[config.mk]
export PLATFORM = sky130hd
export DESIGN_NAME = adc_pin_and_clock_config
export DESIGN_NICKNAME = d
export VERILOG_FILES = /design/src/core/adc_cfg_pkg.sv /design/src/core/adc_pin_and_clock_config.sv
export VERILOG_INCLUDE_DIRS = /design/src /design/src/core
export SDC_FILE = /design/constraint.sdc
export NUM_CORES = 1
export LEC_CHECK = 0
export BUFFER_PORTS_ARGS = -buffer_cell sky130_fd_sc_hd__clkbuf_2
export CORE_MARGIN = 5
export CORE_UTILIZATION = 50
export DETAILED_ROUTE_END_ITERATION = 7
export HOLD_SLACK_MARGIN = 0.06
export PLACE_DENSITY = 0.89
export SETUP_SLACK_MARGIN = 0.1
export SYNTH_ARGS = -nofsm -noshare
export SYNTH_HDL_FRONTEND = slang
export SYNTH_SLANG_ARGS = --single-unit
[constraint.sdc]
create_clock -name ref_clk -period 5 [get_ports ref_clk]
set_clock_uncertainty 0.1 [all_clocks]
set_input_delay 0.25 -clock ref_clk [delete_from_list [all_inputs] [get_ports ref_clk]]
set_output_delay 0.25 -clock ref_clk [all_outputs]
set_load 0.02 [all_outputs]
[src/core/adc_cfg_params.svh]
// Constants for the converter pin and clock configuration block
`ifndef ADC_CFG_PARAMS_SVH
`define ADC_CFG_PARAMS_SVH
`define PCFG_RESET 3'h0
`define DIV_2 2'h0
`define DIV_8 2'h1
`define DIV_32 2'h2
`define DIV_RC 2'h3
`define OSC_PER_2 6'h02
`define OSC_PER_8 6'h08
`define OSC_PER_32 6'h20
`define CLK_PERIOD_NS 10
`define RC_BIT_TIME_NS 4000
`define RC_BIT_CYCLES (`RC_BIT_TIME_NS / `CLK_PERIOD_NS)
`define HALF_BITS_PER_CONV 5'h13
`endif

[src/core/adc_cfg_pkg.sv]
// Types for the converter pin and clock configuration block
package adc_cfg_pkg;
  typedef struct packed {
    logic [5:0] a;
    logic [2:0] e;
  } port_dir_s;
  typedef enum logic [0:0] {
    ST_IDLE,
    ST_CONV
  } conv_state_e;
endpackage : adc_cfg_pkg

[src/core/adc_pin_and_clock_config.sv]
// Converter pin mapping, port read masking and conversion clock control
//
// Summary of operation
// - Pin analog or digital role comes from config field and direction bits.
// - A pin driven as output converts its own driven digital level.
// - Conversion start and run ignore channel select and direction bits.
// - Port reads return zero on pins configured as analog inputs.
// - A digital input pin still converts its analog level when selected.
// - Clock select 00/01/10/11 gives 2, 8, 32 periods or RC source.
// - RC selection gives 400 ref_clk cycles per bit, 4 us only at a 10 ns clock.
// - Config field resets to 000 on all resets, kept across sleep wake.
// - Each conversion lasts nine and a half bit times; conv_start while busy restarts the current half-bit timer.
`timescale 1ns/1ps
`include "adc_cfg_params.svh"
module adc_pin_and_clock_config
  import adc_cfg_pkg::*;
(
  // Clock and reset
  input wire logic ref_clk,
  input wire logic arst_n,
  // Configuration
  input wire logic cfg_write,
  input wire logic [2:0] cfg_wdata,
  input wire adc_cfg_pkg::port_dir_s pin_dir,
  input wire logic [1:0] conversion_clock_select,
  input wire logic [2:0] channel_select,
  // Port pins
  input wire logic [5:0] port_a_pins,
  input wire logic [2:0] port_e_pins,
  input wire logic [5:0] port_a_out,
  input wire logic [2:0] port_e_out,
  input wire logic [7:0] pin_analog_level,
  // Conversion control
  input wire logic conv_start,
  // Outputs
  output logic [2:0] converter_port_config_reg,
  output logic [7:0] analog_pin_mask,
  output logic [5:0] port_a_read,
  output logic [2:0] port_e_read,
  output logic [7:0] sampled_level,
  output logic bit_tick,
  output logic conv_busy,
  output logic conv_done
);
  import adc_cfg_pkg::*;

  logic [7:0] next_mask;
  logic [7:0] dir_all;
  logic [7:0] out_all;
  logic [5:0] div_cnt;
  logic [5:0] div_len;
  logic [8:0] rc_cnt;
  logic [4:0] half_cnt;
  logic half_tick;
  conv_state_e state;

  always_ff @(posedge ref_clk or negedge arst_n) begin
    if (!arst_n) begin
      converter_port_config_reg <= `PCFG_RESET;
    end else if (cfg_write) begin
      converter_port_config_reg <= cfg_wdata;
    end
  end

  assign dir_all = {pin_dir.e, pin_dir.a[5], pin_dir.a[3:0]};
  assign out_all = {port_e_out, port_a_out[5], port_a_out[3:0]};

  always_comb begin
    case (converter_port_config_reg)
      3'h0, 3'h1: next_mask = 8'hFF;
      3'h2: next_mask = 8'h1F;
      3'h3: next_mask = 8'h17;
      3'h4: next_mask = 8'h0B;
      3'h5: next_mask = 8'h03;
      default: next_mask = 8'h00;
    endcase
    next_mask = next_mask & dir_all;
  end

  always_ff @(posedge ref_clk or negedge arst_n) begin
    if (!arst_n) begin
      analog_pin_mask <= 8'h00;
    end else begin
      analog_pin_mask <= next_mask;
    end
  end

  always_ff @(posedge ref_clk or negedge arst_n) begin
    if (!arst_n) begin
      port_a_read <= 6'h00;
      port_e_read <= 3'h0;
    end else begin
      port_a_read <= port_a_pins & ~{next_mask[4], 1'b0, next_mask[3:0]};
      port_e_read <= port_e_pins & ~next_mask[7:5];
    end
  end

  // Per-pin sample source
  generate
    for (genvar i = 0; i < 8; i++) begin : g_pin
      always_ff @(posedge ref_clk or negedge arst_n) begin
        if (!arst_n) begin
          sampled_level[i] <= 1'b0;
        end else if (!dir_all[i]) begin
          sampled_level[i] <= out_all[i];
        end else begin
          sampled_level[i] <= pin_analog_level[i];
        end
      end
    end
  endgenerate

  always_comb begin
    case (conversion_clock_select)
      `DIV_2: div_len = `OSC_PER_2;
      `DIV_8: div_len = `OSC_PER_8;
      default: div_len = `OSC_PER_32;
    endcase
  end

  always_ff @(posedge ref_clk or negedge arst_n) begin
    if (!arst_n) begin
      div_cnt <= 6'h00;
      rc_cnt <= 9'h000;
    end else if (state == ST_IDLE || conv_start) begin
      div_cnt <= 6'h00;
      rc_cnt <= 9'h000;
    end else begin
      div_cnt <= (div_cnt == (div_len >> 1) - 6'h01) ? 6'h00 : div_cnt + 6'h01;
      rc_cnt <= (rc_cnt == 9'((`RC_BIT_CYCLES / 2) - 1)) ? 9'h000 : rc_cnt + 9'h001;
    end
  end

  assign half_tick = (state == ST_CONV) && ((conversion_clock_select == `DIV_RC) ?
    (rc_cnt == 9'((`RC_BIT_CYCLES / 2) - 1)) : (div_cnt == (div_len >> 1) - 6'h01));
  assign bit_tick = half_tick && half_cnt[0];

  // nine and a half bit times
  always_ff @(posedge ref_clk or negedge arst_n) begin
    if (!arst_n) begin
      state <= ST_IDLE;
      half_cnt <= 5'h00;
      conv_done <= 1'b0;
    end else begin
      conv_done <= 1'b0;
      case (state)
        ST_IDLE: begin
          if (conv_start) begin
            state <= ST_CONV;
            half_cnt <= 5'h00;
          end
        end
        default: begin
          if (half_tick) begin
            if (half_cnt == `HALF_BITS_PER_CONV - 5'h01) begin
              state <= ST_IDLE;
              conv_done <= 1'b1;
            end
            half_cnt <= half_cnt + 5'h01;
          end
        end
      endcase
    end
  end

  assign conv_busy = (state == ST_CONV);

  // Assertions
  AST_CFG_RESET: assert property (@(posedge ref_clk)
    $rose(arst_n) |-> converter_port_config_reg == 3'h0) else $error("config not reset");
  AST_CFG_HOLD: assert property (@(posedge ref_clk) disable iff (!arst_n)
    !$past(cfg_write) |-> $stable(converter_port_config_reg))
    else $error("config changed without write");
  AST_READ_ZERO: assert property (@(posedge ref_clk) disable iff (!arst_n)
    $past(arst_n) |-> ((port_e_read & analog_pin_mask[7:5]) == 3'h0) &&
    ((port_a_read & {analog_pin_mask[4], 1'b0, analog_pin_mask[3:0]}) == 6'h00))
    else $error("analog pin read nonzero");
  AST_MASK_DIR: assert property (@(posedge ref_clk) disable iff (!arst_n)
    ##1 ((analog_pin_mask & ~$past(dir_all)) == 8'h00))
    else $error("output pin marked analog");
  AST_OUT_LEVEL: assert property (@(posedge ref_clk) disable iff (!arst_n)
    arst_n && !dir_all[0] |=> sampled_level[0] == $past(out_all[0]))
    else $error("output level not sampled");
  AST_IN_LEVEL: assert property (@(posedge ref_clk) disable iff (!arst_n)
    arst_n && dir_all[1] |=> sampled_level[1] == $past(pin_analog_level[1]))
    else $error("input level not sampled");
  AST_START: assert property (@(posedge ref_clk) disable iff (!arst_n)
    (conv_start && !conv_busy) |=> conv_busy) else $error("start ignored");
  AST_DIV2: assert property (@(posedge ref_clk) disable iff (!arst_n)
    (conv_start && !conv_busy && conversion_clock_select == 2'h0) ##1
    (conversion_clock_select == 2'h0) [*8] |-> ##12 conv_done)
    else $error("div2 conversion length wrong");
  AST_DONE_PULSE: assert property (@(posedge ref_clk) disable iff (!arst_n)
    conv_done |=> !conv_done) else $error("done not one cycle");
  AST_TICK_BUSY: assert property (@(posedge ref_clk) disable iff (!arst_n)
    bit_tick |-> conv_busy) else $error("tick while idle");
  AST_DIV8_BIT: assert property (@(posedge ref_clk) disable iff (!arst_n)
    (bit_tick && conversion_clock_select == 2'h1) |=> (!bit_tick) [*7])
    else $error("div8 bit time wrong");
  COV_START: cover property (@(posedge ref_clk) conv_start && !conv_busy);
  COV_DONE: cover property (@(posedge ref_clk) conv_done);
  COV_RC: cover property (@(posedge ref_clk) conv_busy && conversion_clock_select == 2'h3);
  COV_DIV8: cover property (@(posedge ref_clk) bit_tick && conversion_clock_select == 2'h1);
  COV_PART_MASK: cover property (@(posedge ref_clk) analog_pin_mask == 8'h0B);
endmodule : adc_pin_and_clock_config

==> qor.yml <==
synthesis:
  ys_ff_latch: 50
  synth_top_area_cell: "dfrtp_1"
  syn-num-nets: 218
  ys_top_cells_by_area: "dfrtp_1 (60%), mux2_2 (6.0%), nor2b_1 (3.6%)"
  mappedNetlistArea_um2: 2073
  synthFlopType: "dfrtp_1"
  ys_types: 34
  yosysMostFrequentCell: "dfrtp_1"
  synth-edff-count: 0
  synth_cells: 167
  ys_seq_area_share_pct: 60.35
  async_flop_share_pct: 100.0
  synthDominantCellAreaShare_pct: 60.35
  yosys_warnings: 0
  yosys-top-cells-count: "dfrtp_1 (50), nor2_1 (18), nand2_1 (14), nor2b_1 (12), mux2_2 (11)"
  syn_avg_cell_area_um2: 12.41
floorplan:
  coreArea_um2: 4000
  dieArea_um2: 5535
  die_y_um: 74.40
  start_util_pct: 51.83
  io_pins: 78
  die_x_um: 74.40
  rows: 23
drt:
  via_per_inst: 5.072
  wl_per_cell_um: 14.45
  drt_iter0_drc: 69
  dr_wl_met3_um: 519
  wl_met2_um: 2102
  drc: 0
  routed_wl_um: 4423
  vias: 1552
  drt-met1-wl_um: 1696
  top_layer_used: "met4"
  drtAntennaViolNets: 0
  dr.pass1.iters: 4
layout:
  drive_above_1_share_pct: 37.89
  fin_nets: 306
  largest_reg_flops: 9
  area_delta_synth_final_pct: 29.03
  regMostFlops: "rc_cnt"
  design_area_um2: 2675
  final.fill_count: 288
  largestRegisters: "rc_cnt (9), analog_pin_mask (8), sampled_level (8)"
  antenna_cells: 0
flow_run:
  cap_violations: 0
cts:
  post_cts_hold_buffer_count: 5
  clk_pin_slew_worst_paths_ps: 80
  cts_tree: "yes"
  root_buffer: "clkbuf_8"
  cts_setup_buffers: 0
  htreeDepth: 2
  cts_made_buffers: 5
  cts_resized: 0
  clockBufferDepth: 2
  clkLatencyLatePin_ps: 300
  clock_sinks: 50
worst_setup_path:
  crit_path_end_kind: "output pin"
  worstPathArrival_ps: 2170
  start_kind: "flip-flop"
  cp_slowest_stage_delay_ps: 500
  critical_path_class: "flip-flop to output pin"
  cp_max_fo: 7
  cp_slowest_cell: "or4_1"
  critPathTopFamily: "simple AND/OR/NAND/NOR gates"
  worstPathRequired_ps: 4650
  crit_buf_inv: 1
  cp_cell_sequence: "or4_1 > a211oi_2 > and4b_4 > nor2_4 > nor2_1 > clkbuf_2"
pwr:
  swShare_pct: 28.04
  power_switching_uw: 241.6
  combPwrFrac_pct: 17.3
  seq_power_share_pct: 54.9
  power_density_nw_per_um2: 322.1
  vdd_drop_max_mv: 0.2048
  total_leakage_power_uw: 0.001332
  pwr-share-clk_pct: 27.8
  power.internal_uw: 620.0
grt:
  grt_pass1_vias: 1596
  grt_antenna_before_repair: 0
  grt_pass1_wl_um: 7307
  grt_usage_pct: 17.54
  overflow: 0
  grt_max_degree: 51
timing:
  tns_ps: 0
  max-slew-margin-rel_pct: 59.31
  fmax_mhz: 396.9
  finalMaxSlewViolations: 0
  period_share_pct: 50.39
  rsz0062_at_grt: "no"
  setup_violations: 0
  worst_slew_pin_slew_ps: 610.4
  hold_viol_final: 0
  finalCriticalPeriod_ps: 2520
run_status:
  status: "complete, no violations"
place:
  post-dp-hpwl_um: 3250
  gp_congestion: 0.8058
  portBuffers: 72
  placed_cell_area_um2: 2504
hold_path:
  hold_class: "primary input to flip-flop"
==> final timing paths <==
kind | startpoint | endpoint | slack [ps] | depth (start not counted)
min | port_a_pins[3] | port_a_read[3] | 70 | 2
min in group asynchronous | arst_n | div_cnt[3] | 480 | 3
max reg2reg | div_cnt[0] | conv_busy | 2810 | 5
max in group asynchronous | arst_n | rc_cnt[0] | 3910 | 3
min reg2reg | half_cnt[4] | half_cnt[4] | 370 | 1
max | div_cnt[0] | bit_tick | 2480 | 6
==> cell usage in the layout (no fill, tap or decap), types with 2 or more instances in the layout <==
cell and n:
mux2_2 11, clkbuf_2 72, inv_1 3, or4_1 2, a21boi_0 2, nand2b_1 2, nand3_1 6, nand4_1 3
nor2b_1 12, clkbuf_8 6, nand2_1 14, nor4_1 2, and2_1 6, mux2i_1 4, xor2_1 5, xnor2_1 6
ha_1 4, dfrtp_1 50, nor2_1 18, dlygate4sd3_1 8
==> stage by stage <==
step           std cells  hold slack, ps  util [%]  setup WS [ps]  power, uW
4_1_cts              303           60.78     66.12           2457      868.9
3_3_place_gp         290           258.6     62.59           2861      621.0
3_5_place_dp         290           265.3     62.59           2791      627.9
6_report             306           71.99     66.88           2480      861.6
5_1_grt              306           67.11     66.88           2352      912.9
2_1_floorplan        167          -145.6         -           2901      564.2
==> final cells by class <==
| cell class | count | area, um2 | area share, % |
|---|---|---|---|
| clock buffers | 7 | 86.33 | 3.227 |
| clock inverters | 1 | 5.005 | 0.1871 |
| inverters | 3 | 11.26 | 0.4210 |
| multi-input cells | 114 | 810.8 | 30.31 |
| flip-flops and latches | 50 | 1251 | 46.77 |
| well taps | 50 | 62.56 | 2.339 |
| repair buffers | 81 | 447.9 | 16.74 |
==> worst register-to-register path: stages (launching register included) <==
cell,delay [ps]
dfrtp_1,450
or4_1,500
a211oi_2,270
and4b_4,320
nor2_4,70
o41a_1,370
==> logic make-up (layout without fill, tap and decap cells) <==
kind of cell             count (synthesis)  in the layout  share of synthesized area (%)
AND/OR/NAND/NOR                         71             71                          18.17
flip-flops                              50             50                          60.35
multiplexers                            15             15                          7.906
AO/OA/AOI/OAI                           13             13                          5.975
XOR/XNOR                                11             11                          4.647
adder cells (fa/ha/maj)                  4              4                          2.414
buffers and inverters                    3             92                         0.5431
==> power by group through the flow <==
stage / clock network, uW / logic [uW] / registers (uW)
after floorplan: 0 / 65.3 / 499
after global placement: 0 / 142 / 479
after detailed placement: 0 / 147 / 481
after CTS: 245 / 150 / 474
after global routing: 265 / 168 / 480
final: 239 / 149 / 473
==> routing by layer <==
metal | track usage, % | up-vias
met3 | 8.649 | 11
met5 | 0 | -
met2 | 28.20 | 77
met1 | 20.11 | 714
li1 | - | 750
met4 | 6.917 | 0
No activity file was read; power rests on OpenSTA's default activity.
